## src/hdl/expander_i2c_pkg.sv

```systemverilog
// Shared constants, strap codes and pointer advance for the serial slave
package expander_i2c_pkg;

  // Four-state strap level as reported by the strap front end
  typedef enum logic [1:0] {
    STRAP_GND = 2'h0,
    STRAP_VDD = 2'h1,
    STRAP_SCL = 2'h2,
    STRAP_SDA = 2'h3
  } strap_e;

  localparam int         SLAVE_ADDR_W  = 7;
  localparam int         PTR_W         = 8;
  localparam int         BYTE_W        = 8;
  localparam int         WR_WORD_W     = PTR_W + BYTE_W;
  localparam int         FIFO_DEPTH    = 8;
  localparam logic [3:0] BITS_PER_BYTE = 4'h8;
  localparam logic [7:0] PTR_RESET     = 8'h00;
  localparam logic [7:0] PTR_INPUTS    = 8'h00;
  localparam logic [7:0] PTR_GRP_FIRST = 8'h10;
  localparam logic [7:0] PTR_GRP_LAST  = 8'h13;

  // Intensity group cycles, every other pointer holds still
  function automatic logic [7:0] next_ptr(input logic [7:0] ptr);
    if (ptr == PTR_GRP_LAST)
      return PTR_GRP_FIRST;
    else if (ptr >= PTR_GRP_FIRST && ptr < PTR_GRP_LAST)
      return ptr + 8'h01;
    else
      return ptr;
  endfunction : next_ptr

endpackage : expander_i2c_pkg

```

## src/hdl/i2c_pointer_slave.sv

```systemverilog
// Serial slave with stored register pointer and grouped auto-increment
// What this block does
// - First byte after write address loads pointer
// - Stored pointer selects register for next data
// - Stop after command byte only keeps pointer
// - Upper address bits from high, mid and low straps
// - Lower address bits from straps supply level
// - First data byte goes to pointed register
// - Further data bytes go to advancing pointer
// - Reads return register at stored pointer
// - Pointer advances after read like writes
// - Advance stays within the register's group
// - Bit after address: zero write, one read
// - Fixed pointers hold, intensity group 10..13 wraps
// - Writes to input level register are dropped
`timescale 1ns/10ps
`default_nettype none
module i2c_pointer_slave
  import expander_i2c_pkg::*;
(
  input  wire logic                 CLK_I,
  input  wire logic                 RST_N_I,
  input  wire logic                 SCL_I,
  input  wire logic                 SDA_I,
  output logic                      SDA_O,
  output logic                      SDA_OE_O,
  input  wire logic [1:0]           ADDRESS_STRAP_HIGH_I,
  input  wire logic [1:0]           ADDRESS_STRAP_MID_I,
  input  wire logic [1:0]           ADDRESS_STRAP_LOW_I,
  output logic [SLAVE_ADDR_W-1:0]   SLAVE_ADDR_O,
  output logic [PTR_W-1:0]          PTR_O,
  input  wire logic [BYTE_W-1:0]    RD_DATA_I,
  output logic                      WR_VALID_O,
  output logic [PTR_W-1:0]          WR_ADDR_O,
  output logic [BYTE_W-1:0]         WR_DATA_O,
  input  wire logic                 WR_READY_I
);

  typedef enum logic [2:0] {
    ST_IDLE, ST_ADDR, ST_CMD, ST_WDATA, ST_ACK, ST_RDATA, ST_RACK,
    ST_IGNORE
  } state_e;

  // Two-flop synchronisers plus one history stage for edges
  logic [1:0] scl_sync_r;
  logic [1:0] sda_sync_r;
  logic [5:0] strap_s1_r;
  logic [5:0] strap_s2_r;
  logic       scl_d_r;
  logic       sda_d_r;
  logic       scl_s;
  logic       sda_s;
  logic       scl_rise;
  logic       scl_fall;
  logic       bus_start;
  logic       bus_stop;

  always_ff @(posedge CLK_I or negedge RST_N_I)
  begin
    if (!RST_N_I)
    begin
      scl_sync_r <= 2'h3;
      sda_sync_r <= 2'h3;
      strap_s1_r <= 6'h00;
      strap_s2_r <= 6'h00;
      scl_d_r    <= 1'b1;
      sda_d_r    <= 1'b1;
    end
    else
    begin
      scl_sync_r <= {scl_sync_r[0], SCL_I};
      sda_sync_r <= {sda_sync_r[0], SDA_I};
      strap_s1_r <= {ADDRESS_STRAP_HIGH_I, ADDRESS_STRAP_MID_I,
                     ADDRESS_STRAP_LOW_I};
      strap_s2_r <= strap_s1_r;
      scl_d_r    <= scl_sync_r[1];
      sda_d_r    <= sda_sync_r[1];
    end
  end

  assign scl_s     = scl_sync_r[1];
  assign sda_s     = sda_sync_r[1];
  assign scl_rise  = scl_s && !scl_d_r;
  assign scl_fall  = !scl_s && scl_d_r;
  assign bus_start = scl_s && scl_d_r && sda_d_r && !sda_s;
  assign bus_stop  = scl_s && scl_d_r && !sda_d_r && sda_s;

  logic [SLAVE_ADDR_W-1:0] addr_dec;

  strap_addr_decode u_decode (
    .strap_high_i (strap_s2_r[5:4]),
    .strap_mid_i  (strap_s2_r[3:2]),
    .strap_low_i  (strap_s2_r[1:0]),
    .slave_addr_o (addr_dec)
  );

  logic                 fifo_push;
  logic                 fifo_ready;
  logic [WR_WORD_W-1:0] fifo_out;

  state_e              state_r;
  state_e              state_nxt;
  state_e              after_r;
  state_e              after_nxt;
  logic [7:0]          shift_r;
  logic [7:0]          shift_nxt;
  logic [3:0]          cnt_r;
  logic [3:0]          cnt_nxt;
  logic [PTR_W-1:0]    ptr_r;
  logic [PTR_W-1:0]    ptr_nxt;
  logic                oe_r;
  logic                oe_nxt;
  logic [SLAVE_ADDR_W-1:0] addr_r;
  logic [SLAVE_ADDR_W-1:0] addr_nxt;
  logic                byte_done;
  logic                cmd_load;
  logic                rd_load;

  always_comb
  begin
    state_nxt = state_r;
    after_nxt = after_r;
    shift_nxt = shift_r;
    cnt_nxt   = cnt_r;
    ptr_nxt   = ptr_r;
    oe_nxt    = oe_r;
    fifo_push = 1'b0;
    cmd_load  = 1'b0;
    rd_load   = 1'b0;
    // Straps only follow while idle, so a frame sees one address
    addr_nxt  = (state_r == ST_IDLE) ? addr_dec : addr_r;
    byte_done = scl_fall && (cnt_r == BITS_PER_BYTE);
    if (bus_start)
    begin
      // Repeated start keeps the stored pointer for the read
      state_nxt = ST_ADDR;
      cnt_nxt   = 4'h0;
      oe_nxt    = 1'b0;
    end
    else if (bus_stop)
    begin
      // Nothing beyond the stored pointer and the queued writes survives a stop
      state_nxt = ST_IDLE;
      oe_nxt    = 1'b0;
    end
    else
    begin
      unique case (state_r)
        ST_IDLE, ST_IGNORE:
        begin
          oe_nxt = 1'b0;
        end
        ST_ADDR, ST_CMD, ST_WDATA:
        begin
          if (scl_rise && cnt_r != BITS_PER_BYTE)
          begin
            shift_nxt = {shift_r[6:0], sda_s};
            cnt_nxt   = cnt_r + 4'h1;
          end
          else if (byte_done)
          begin
            cnt_nxt   = 4'h0;
            state_nxt = ST_ACK;
            oe_nxt    = 1'b1;
            if (state_r == ST_ADDR)
            begin
              if (shift_r[7:1] != addr_r)
              begin
                state_nxt = ST_IGNORE;
                oe_nxt    = 1'b0;
              end
              else
                after_nxt = shift_r[0] ? ST_RDATA : ST_CMD;
            end
            else if (state_r == ST_CMD)
            begin
              ptr_nxt   = shift_r;
              cmd_load  = 1'b1;
              after_nxt = ST_WDATA;
            end
            else if (ptr_r == PTR_INPUTS)
              after_nxt = ST_WDATA;
            else if (fifo_ready)
            begin
              fifo_push = 1'b1;
              ptr_nxt   = next_ptr(ptr_r);
              after_nxt = ST_WDATA;
            end
            else
            begin
              // Full buffer refuses the byte with a missing acknowledge
              state_nxt = ST_IGNORE;
              oe_nxt    = 1'b0;
            end
          end
        end
        ST_ACK:
        begin
          if (scl_fall)
          begin
            if (after_r == ST_RDATA)
            begin
              rd_load   = 1'b1;
              shift_nxt = RD_DATA_I;
              oe_nxt    = !RD_DATA_I[7];
              cnt_nxt   = 4'h1;
            end
            else
              oe_nxt = 1'b0;
            state_nxt = after_r;
          end
        end
        ST_RDATA:
        begin
          if (byte_done)
          begin
            oe_nxt    = 1'b0;
            state_nxt = ST_RACK;
          end
          else if (scl_fall)
          begin
            shift_nxt = {shift_r[6:0], 1'b0};
            oe_nxt    = !shift_r[6];
            cnt_nxt   = cnt_r + 4'h1;
          end
        end
        ST_RACK:
        begin
          if (scl_rise)
          begin
            ptr_nxt   = next_ptr(ptr_r);
            state_nxt = sda_s ? ST_IGNORE : ST_ACK;
            after_nxt = ST_RDATA;
          end
        end
      endcase
    end
  end

  always_ff @(posedge CLK_I or negedge RST_N_I)
  begin
    if (!RST_N_I)
    begin
      state_r <= ST_IDLE;
      after_r <= ST_IDLE;
      shift_r <= 8'h00;
      cnt_r   <= 4'h0;
      ptr_r   <= PTR_RESET;
      oe_r    <= 1'b0;
      addr_r  <= '0;
      SDA_O   <= 1'b0;
    end
    else
    begin
      state_r <= state_nxt;
      after_r <= after_nxt;
      shift_r <= shift_nxt;
      cnt_r   <= cnt_nxt;
      ptr_r   <= ptr_nxt;
      oe_r    <= oe_nxt;
      addr_r  <= addr_nxt;
      SDA_O   <= 1'b0;
    end
  end

  write_fifo #(
    .W     (WR_WORD_W),
    .DEPTH (FIFO_DEPTH)
  ) u_fifo (
    .clk_i       (CLK_I),
    .rst_n_i     (RST_N_I),
    .in_valid_i  (fifo_push),
    .in_data_i   ({ptr_r, shift_r}),
    .in_ready_o  (fifo_ready),
    .out_valid_o (WR_VALID_O),
    .out_data_o  (fifo_out),
    .out_ready_i (WR_READY_I)
  );

  assign WR_ADDR_O    = fifo_out[WR_WORD_W-1:BYTE_W];
  assign WR_DATA_O    = fifo_out[BYTE_W-1:0];
  assign SDA_OE_O     = oe_r;
  assign PTR_O        = ptr_r;
  assign SLAVE_ADDR_O = addr_r;

  AST_CMD_LOADS_PTR: assert property (
    @(posedge CLK_I) disable iff (!RST_N_I)
    cmd_load |=> ptr_r == $past(shift_r))
    else $error("command byte not stored as pointer");

  AST_PUSH_USES_PTR: assert property (
    @(posedge CLK_I) disable iff (!RST_N_I)
    fifo_push |=> ptr_r == next_ptr($past(ptr_r)) ##0 oe_r)
    else $error("data byte did not advance pointer or ack");

  AST_NO_INPUT_WRITE: assert property (
    @(posedge CLK_I) disable iff (!RST_N_I)
    fifo_push |-> ptr_r != PTR_INPUTS)
    else $error("write to input level register was passed on");

  AST_GROUP_CONFINED: assert property (
    @(posedge CLK_I) disable iff (!RST_N_I)
    ($changed(ptr_r) && !$past(cmd_load))
      |-> (ptr_r >= PTR_GRP_FIRST && ptr_r <= PTR_GRP_LAST))
    else $error("pointer advanced outside its group");

  AST_WRAP_TO_FIRST: assert property (
    @(posedge CLK_I) disable iff (!RST_N_I)
    (state_r == ST_RACK && scl_rise && ptr_r == PTR_GRP_LAST)
      |=> ptr_r == PTR_GRP_FIRST)
    else $error("last intensity pointer did not wrap");

  AST_READ_SOURCE: assert property (
    @(posedge CLK_I) disable iff (!RST_N_I)
    rd_load |=> shift_r == $past(RD_DATA_I) && oe_r == !shift_r[7])
    else $error("read byte not taken from pointed register");

  AST_READ_ADVANCE: assert property (
    @(posedge CLK_I) disable iff (!RST_N_I)
    (state_r == ST_RACK && scl_rise) |=> ptr_r == next_ptr($past(ptr_r)))
    else $error("pointer not advanced after read byte");

  AST_FOREIGN_SILENT: assert property (
    @(posedge CLK_I) disable iff (!RST_N_I)
    (state_r == ST_IGNORE) |-> !oe_r && !fifo_push)
    else $error("device answered a foreign address");

  AST_STOP_ENDS: assert property (
    @(posedge CLK_I) disable iff (!RST_N_I)
    bus_stop |=> state_r == ST_IDLE && !oe_r && ptr_r == $past(ptr_r))
    else $error("stop did not end the transfer quietly");

  AST_ADDR_FOUR_FIVE: assert property (
    @(posedge CLK_I) disable iff (!RST_N_I)
    (state_r != ST_IDLE) |-> addr_r[4] != addr_r[5])
    else $error("address bit four is not inverse of bit five");

  COV_WRITE_DATA: cover property (
    @(posedge CLK_I) disable iff (!RST_N_I) fifo_push);
  COV_READ_BYTE: cover property (
    @(posedge CLK_I) disable iff (!RST_N_I) rd_load);
  COV_REPEATED_START: cover property (
    @(posedge CLK_I) disable iff (!RST_N_I)
    bus_start && state_r == ST_WDATA);

endmodule : i2c_pointer_slave
`default_nettype wire

```

## src/hdl/strap_addr_decode.sv

```systemverilog
// Slave address decode from the three four-state address straps
`timescale 1ns/10ps
`default_nettype none
module strap_addr_decode
  import expander_i2c_pkg::*;
(
  input  wire logic [1:0] strap_high_i,
  input  wire logic [1:0] strap_mid_i,
  input  wire logic [1:0] strap_low_i,
  output logic      [6:0] slave_addr_o
);

  function automatic logic on_bus(input logic [1:0] s);
    return (s == STRAP_SCL) || (s == STRAP_SDA);
  endfunction : on_bus

  function automatic logic is_high(input logic [1:0] s);
    return (s == STRAP_VDD) || (s == STRAP_SDA);
  endfunction : is_high

  logic slave_addr_bit_six;
  logic slave_addr_bit_five;
  logic slave_addr_bit_four;
  logic slave_addr_bit_three;
  logic slave_addr_bit_two;
  logic slave_addr_bit_one;
  logic slave_addr_bit_zero;

  always_comb
  begin
    slave_addr_bit_six   = on_bus(strap_high_i);
    slave_addr_bit_five  = !on_bus(strap_mid_i);
    slave_addr_bit_four  = !slave_addr_bit_five;
    slave_addr_bit_three = on_bus(strap_low_i);
    slave_addr_bit_two   = is_high(strap_high_i);
    slave_addr_bit_one   = is_high(strap_mid_i);
    slave_addr_bit_zero  = is_high(strap_low_i);
    slave_addr_o = {slave_addr_bit_six, slave_addr_bit_five,
                    slave_addr_bit_four, slave_addr_bit_three,
                    slave_addr_bit_two, slave_addr_bit_one,
                    slave_addr_bit_zero};
  end

endmodule : strap_addr_decode
`default_nettype wire

```

## src/hdl/write_fifo.sv

```systemverilog
// Write-data FIFO with a registered output stage
`timescale 1ns/10ps
`default_nettype none
module write_fifo #(
  parameter int W     = 16,
  parameter int DEPTH = 8
) (
  input  wire logic         clk_i,
  input  wire logic         rst_n_i,
  input  wire logic         in_valid_i,
  input  wire logic [W-1:0] in_data_i,
  output logic              in_ready_o,
  output logic              out_valid_o,
  output logic      [W-1:0] out_data_o,
  input  wire logic         out_ready_i
);

  // DEPTH must be a power of two for the wrap bit to work
  localparam int AW = $clog2(DEPTH);

  logic [W-1:0] mem_r [DEPTH];
  logic [AW:0]  wp_r;
  logic [AW:0]  wp_nxt;
  logic [AW:0]  rp_r;
  logic [AW:0]  rp_nxt;
  logic         ov_r;
  logic         ov_nxt;
  logic [W-1:0] od_r;
  logic [W-1:0] od_nxt;
  logic         full;
  logic         empty;
  logic         push;
  logic         load;

  always_comb
  begin
    full  = (wp_r[AW] != rp_r[AW]) && (wp_r[AW-1:0] == rp_r[AW-1:0]);
    empty = (wp_r == rp_r);
    in_ready_o = !full;
    push   = in_valid_i && !full;
    load   = !empty && (!ov_r || out_ready_i);
    wp_nxt = push ? wp_r + 1'b1 : wp_r;
    rp_nxt = load ? rp_r + 1'b1 : rp_r;
    ov_nxt = load ? 1'b1 : (out_ready_i ? 1'b0 : ov_r);
    od_nxt = load ? mem_r[rp_r[AW-1:0]] : od_r;
  end

  always_ff @(posedge clk_i or negedge rst_n_i)
  begin
    if (!rst_n_i)
    begin
      wp_r <= '0;
      rp_r <= '0;
      ov_r <= 1'b0;
      od_r <= '0;
    end
    else
    begin
      wp_r <= wp_nxt;
      rp_r <= rp_nxt;
      ov_r <= ov_nxt;
      od_r <= od_nxt;
    end
  end

  // Storage needs no reset, only the pointers and the output stage do
  always_ff @(posedge clk_i)
  begin
    if (push)
      mem_r[wp_r[AW-1:0]] <= in_data_i;
  end

  assign out_valid_o = ov_r;
  assign out_data_o  = od_r;

endmodule : write_fifo
`default_nettype wire

```

## config.mk

```make
export PLATFORM = sky130hd
export DESIGN_NAME = i2c_pointer_slave
export DESIGN_NICKNAME = d
export VERILOG_FILES = /design/src/hdl/expander_i2c_pkg.sv /design/src/hdl/i2c_pointer_slave.sv /design/src/hdl/strap_addr_decode.sv /design/src/hdl/write_fifo.sv
export SDC_FILE = /design/constraint.sdc
export NUM_CORES = 1
export LEC_CHECK = 0
export BUFFER_PORTS_ARGS = -buffer_cell sky130_fd_sc_hd__buf_2
export CORE_MARGIN = 5
export CORE_UTILIZATION = 55
export CTS_CLUSTER_DIAMETER = 80
export DETAILED_ROUTE_END_ITERATION = 16
export GPL_ROUTABILITY_DRIVEN = 0
export PLACE_DENSITY = 0.81
export SLEW_MARGIN = 25
export SYNTH_ARGS = -nofsm -noshare
export SYNTH_HDL_FRONTEND = slang
export SYNTH_SLANG_ARGS = --single-unit
```

## constraint.sdc

```tcl
create_clock -name CLK_I -period 5.2 [get_ports CLK_I]
set_clock_uncertainty 0.1 [all_clocks]
set_input_delay 0.26 -clock CLK_I [delete_from_list [all_inputs] [get_ports CLK_I]]
set_output_delay 0.26 -clock CLK_I [all_outputs]
set_load 0.005 [all_outputs]
```

[Word-level counts from Yosys, hierarchy flattened]
Memories as Yosys holds them, arrays and structs flattened. A register that Yosys moved wholly into a read port is not among the register bits.
Index checks and enable logic that the tools add are counted.
Word-level totals
  register bits after elaboration: 61
  RAM bits: 128
  bits of input ports: 19
  output and inout port bits: 34
  memories: 1
Cells by class
  $add $sub $neg: 4
  order comparisons: 2
  equal/unequal tests: 49
  muxes and demuxes: 75
  bitwise gates (word level): 2
  reductions and logical operators: 47
Memories
  u_fifo.mem_r: depth 8, width 16, rd ports 1, clocked after memory_dff 1, write ports 1, RTL line write_fifo.sv:21  | logic [W-1:0] mem_r [DEPTH];
Operators by type and width (count)
  $mux 8: 14
  $mux 3: 17
  $mux 4: 8
  $ne 4x4->1 const B: 7
  $mux 1: 25
  $pmux 8 s3: 1
  $ne 3x3->1 const B: 7
  $ne 2x2->1 const B: 10
  $pmux 8 s2: 1
  $reduce_and 8->1: 2
  $eq 3x3->1 const B: 5
  $logic_and 1x1->1: 13
  $add 4x1->4 const B: 3
  $eq 2x2->1 const B: 6
  $pmux 3 s4: 1
  $pmux 4 s3: 1
  $reduce_bool 6->1: 2
  $logic_not 1->1: 11
  $mux 2: 5
  $ne 5x5->1 const B: 2
  $reduce_and 9->1: 1
  $add 8x1->8 const B: 1
  $eq 8x5->1 const B: 1
  $ge 8x5->1 const B: 1
  23 further kinds: 34

[Depth between registers and ports, before layout]
  depth in word-level cells: 14
  gate-level depth with buffers: 8
  depth with buffers taken out: 7

[Modules after synthesis]
A second synthesis with hierarchy kept.
Unflattened totals
  cells, all modules: 536
  area, all modules: 8535.7 µm²
Modules (own cells, without submodules)
  write_fifo: times used 1, cells an instance 288, area an instance 5911.9 µm²
  i2c_pointer_slave: times used 1, cells an instance 234, area an instance 2544.9 µm²
  strap_addr_decode: times used 1, cells an instance 14, area an instance 78.8 µm²

[Worst setup path before layout]
No wires, ideal clock.
  path kind: reg2reg
  start point: register ptr_r[0] (netlist: PTR_O[0])
  end point: memory u_fifo.mem_r[0][0], enable pin
  library setup time: 0.409 ns
  data arrival time: 2.765 ns
  setup slack: 1.926 ns
  cell stages (with the launch flop): 7
  period minus slack after synthesis: 3.274 ns
  cells stage by stage: dfrtp_1 > inv_1 > ha_1 > nor4b_1 > o2bb2ai_1 > or4_1 > nor3_1
On the way
  word-level cells in the longest chain between the ends: 12
RTL lines
  from (decl): RTL line i2c_pointer_slave.sv:109  | logic [PTR_W-1:0] ptr_r;
  from (signal assigned): RTL line i2c_pointer_slave.sv:259  | ptr_r <= ptr_nxt;
  $logic_not 8->1: RTL line i2c_pointer_slave.sv:181  | else if (ptr_r == PTR_INPUTS)
  $mux 1: RTL line i2c_pointer_slave.sv:181
  $mux 1: RTL line i2c_pointer_slave.sv:175  | else if (state_r == ST_CMD)
  $mux 1: RTL line i2c_pointer_slave.sv:165  | if (state_r == ST_ADDR)
  $mux 1: RTL line i2c_pointer_slave.sv:160  | else if (byte_done)
  $mux 1: RTL line i2c_pointer_slave.sv:155  | if (scl_rise && cnt_r != BITS_PER_BYTE)
  $mux 1: RTL line i2c_pointer_slave.sv:148  | unique case (state_r)
  $mux 1: RTL line i2c_pointer_slave.sv:140  | else if (bus_stop)
  $mux 1: RTL line i2c_pointer_slave.sv:133  | if (bus_start)
  $logic_and 1x1->1: RTL line write_fifo.sv:40  | push = in_valid_i && !full;
  $mux 1: RTL line write_fifo.sv:69  | if (push)
  $mux 1 (implied by the code): RTL line write_fifo.sv:70  | mem_r[wp_r[AW-1:0]] <= in_data_i;
  to (decl): RTL line write_fifo.sv:21
Every way passes these cells.

[Final worst setup path]
  start point: register ptr_r[0] (netlist: PTR_O[0])
  end point: memory u_fifo.mem_r[4][7], enable pin
The elaborated chain is that of the path after synthesis.

==> results <==
- The top cell type's share of synthesized area is 45.5%.
- The H-tree level count is 1.
- In the routed layout, each cell is associated on average with a via count of 5.99.
- When the netlist entered floorplanning its net count stood at 545.
- The number of flops mapped to enable cells by yosys is 128.
- Clock tree synthesis selected as its root buffer the cell sky130_fd_sc_hd__clkbuf_16.
- 0 antenna diodes ended up in the layout.
- The proportion of layout cells with a drive suffix above 1 is 26.7%.
- The count of nets left with antenna violations once routing finished came out at 0.
- The first global-routing pass estimated 28.5 mm of wire.
- The initial standard-cell utilization of the core is 55.8%.
- The final-report hold violation count is 0.
- After floorplanning, the core was sized to cover 15100 um2.
- TritonCTS built the clock tree.
- The routed design could run at a clock period as short as 2860 ps.
- The leading cell type by number of instances after synthesis is sky130_fd_sc_hd__edfxtp_1.
- The routed layout has 4805 vias.
- The floorplan has 45 rows.
- The commonest cells after synthesis are 128 x sky130_fd_sc_hd__edfxtp_1, 71 x sky130_fd_sc_hd__dfrtp_1, 32 x sky130_fd_sc_hd__mux4_2, 28 x sky130_fd_sc_hd__nand2_1, 27 x sky130_fd_sc_hd__nor2_1.
- The overall die area is 17900 um2.
- The run finished with clean final reports.
- After technology mapping, the gate count stands at 520.
- The initial antenna violation count is 0.
- Along the worst path, the maximum fanout reaches 16.
- Traced cell by cell, the critical path runs through inv_1 -> ha_1 -> nor4b_1 -> o2bb2ai_1 -> or4_1 -> nor2_4.
- The net count reported at finish is 623.
- At the worst endpoint, the arrival time is 2900 ps.
- The synthesis warning total is 0.
- For the pin with the worst max-slew slack, the measured transition is 878 ps.
- The setup violation total in the final timing report is 0.
- The clock latency on the worst-skew pair is 500 ps.
- The area growth from synthesis to layout is 15.6%.
- After synthesis, the cell types taking the most area are sky130_fd_sc_hd__edfxtp_1 45%, sky130_fd_sc_hd__dfrtp_1 21%, sky130_fd_sc_hd__mux4_2 8.5%.
- The completed layout was analyzed and its total power is 4460 uW.
- The met3 capacity usage during global routing is 3.04%.
- In the routed design, unresolved DRC markers number 0.
- The share of the yosys chip area belonging to registers is 68.4%.
- The startpoint type of the worst setup path is a register.
- In this run, the number of DRC markers left after iteration 0 of detailed routing was 333.
- STA classifies the critical path endpoint as a register.
- The clock-pin transition on the worst setup and hold timing paths is 60 ps.
- The maximum ir drop on the vdd rail is 316 uV.
- The die is 134 um tall.
- The chip width is 134 um.
- The number of hold buffers added after CTS was 17.
- Data on the critical path is required at its endpoint by 5230 ps.
- The path class of the tightest hold or removal check is in -> reg.
- The number of buffers inserted by post-CTS setup repair is 0.
- The count of maximum capacitance violations is 0.
- For this run the aggregate overflow at the end of global routing stands at 0.
- The number of iterations in the first detailed-routing pass is 4.
- The clock passes through at most 3 buffers.
- The layout has 1018 filler cells.
- The count of cell types in the netlist is 69.
- In this run, post-CTS repair resized a total of 0 instances.
- The aggregate global-route resource usage is 20.4%.
- The clock drives 205 sinks.
- The routed design has 17.8 mm of wire.
- After detailed placement, the design holds a cell count of 745.
- The busiest metal layer after global routing is met2.
- The final worst-path cycle share is 55.1%.
- The final number of max-transition violations is 0.
- The number of global-route vias before repair was 5040.
- The setup TNS is 0 ps.
- Dividing the detail-routed wire length by the instance count gives 22.3 um.
- The final instance count without filler cells is 802.
- The total CTS buffers is 22.
- The largest net degree at the start of global routing is 78.
- Dividing total power by cell area gives a power density of 457 nW/um2.
- The setup path with the least slack is of type reg -> reg.
- The final design utilization is 64.5%.
- The total of flip-flops plus latches after synthesis is 205.
- After synthesis, the share of flip-flops with an asynchronous set or reset is 37.6%.
- Summing every instance area after synthesis gives 8450 um2.
- The number of I/O pins is 53.
- The met1 usage in global routing is 27.8%.
- The achievable clock frequency is 349 MHz.
- The largest single stage delay on the critical path is 650 ps.
- Setup repair after global routing left no endpoint under its margin.
- The slowest stage of the critical path is the sky130_fd_sc_hd__or4_1 cell.
- The tightest slew margin relative to the limit is 41.4%.
- The port buffer count is 51.
- The main flop type after synthesis is sky130_fd_sc_hd__edfxtp_1.
- Global routing consumed, on the met2 layer, 33.7% of the routing resources.
- Detailed placement ended at an HPWL of 10.5 mm.
- The largest total area in the synthesized netlist belongs to sky130_fd_sc_hd__edfxtp_1.
- For this design the static power due to leakage is 0.00347 uW.
- In this run the mean area of a mapped cell was 16.3 um2.
## cells in the final DEF, fill, tap and decap left out, types with 12 or more instances in the layout
| master | n |
|---|---|
| sky130_fd_sc_hd__a21oi_1 | 15 |
| sky130_fd_sc_hd__mux2i_1 | 24 |
| sky130_fd_sc_hd__xnor2_1 | 14 |
| sky130_fd_sc_hd__clkbuf_16 | 23 |
| sky130_fd_sc_hd__mux4_2 | 32 |
| sky130_fd_sc_hd__dlygate4sd3_1 | 17 |
| sky130_fd_sc_hd__dfrtp_1 | 70 |
| sky130_fd_sc_hd__nor2_1 | 25 |
| sky130_fd_sc_hd__buf_2 | 50 |
| sky130_fd_sc_hd__o21ai_0 | 19 |
| sky130_fd_sc_hd__mux2_2 | 12 |
| sky130_fd_sc_hd__nand2_1 | 28 |
| sky130_fd_sc_hd__edfxtp_1 | 128 |
## final cells by class
cell class | instances | area (um2) | share of cell area [%]
tap | 188 | 235 | 2.41
sequential | 205 | 5780 | 59.2
clock inverter | 5 | 43.8 | 0.448
timing repair buffer | 77 | 499 | 5.11
multi-input combinational | 282 | 2530 | 25.9
inverter | 10 | 37.5 | 0.384
clock buffer | 35 | 641 | 6.56
## through the flow
stage	hold slack (ps)	worst slack, ps	cell area [um2]
global placement	235	2150	8900
detailed placement	235	2000	8900
CTS	11.6	1990	9750
floorplan	-136	1930	8450
finish	27.3	2340	9770
global route	56.4	2170	9770
## per-layer routing
layer / part of all wire [%] / up-vias / wire (um)
met5: 0 / - / 0
met4: 3.6 / 0 / 642
met3: 5.5 / 41 / 973
li1: - / 2152 / -
met1: 41 / 2437 / 7250
met2: 50 / 175 / 8990
## logic make-up (layout without fill, tap and decap cells)
| family | Yosys count | in the layout | share of synthesized area, % |
|---|---|---|---|
| adders and majority gates | 6 | 6 | 0.888 |
| buffers and inverters | 33 | 127 | 1.95 |
| and+or+nand+nor | 113 | 113 | 7.43 |
| AOI/OAI and AO/OA | 75 | 75 | 6.28 |
| DFF | 205 | 205 | 68.4 |
| other | 1 | 1 | 0.0444 |
| muxes | 68 | 68 | 13.0 |
| xor gates and xnor gates | 19 | 19 | 2.06 |
## worst paths after layout
check                              startpoint                 end  slack (ps)  depth (start not counted)
worst max register to register       PTR_O[0]  u_fifo.mem_r[4][7]        2340                          6
worst max-delay path                 PTR_O[0]  u_fifo.mem_r[4][7]        2340                          6
worst min-delay path             RD_DATA_I[1]          shift_r[1]          30                          3
min in group asynchronous             RST_N_I            PTR_O[6]         250                          2
worst min register to register  strap_s1_r[2]       strap_s2_r[2]         250                          0
max in group asynchronous             RST_N_I      u_fifo.rp_r[0]        4180                          2
## power breakdown
group | switching (uW) | total, uW | leakage, uW | internal, uW
Sequential | 205 | 2120 | 0.00194 | 1920
Combinational | 456 | 883 | 0.00119 | 427
Clock | 606 | 1460 | 0.000333 | 850
Total | 1270 | 4460 | 0.00347 | 3190
## registers in the layout, indices dropped and copies added (netlist names), 6 cells and up
name / flops
u_fifo.mem_r: 128
strap_s1_r: 6
strap_s2_r: 6
shift_r: 8
u_fifo.out_data_o: 16
PTR_O: 8
SLAVE_ADDR_O: 7
## critical path, delay by kind of cell (launching register included)
kind	cells	cell delay, ps
flops	1	540
simple gates	3	1380
compound gates	1	180
buf+inv	1	80
fa+ha+maj	1	200
Note: power is estimated with default switching activity, not from simulation.
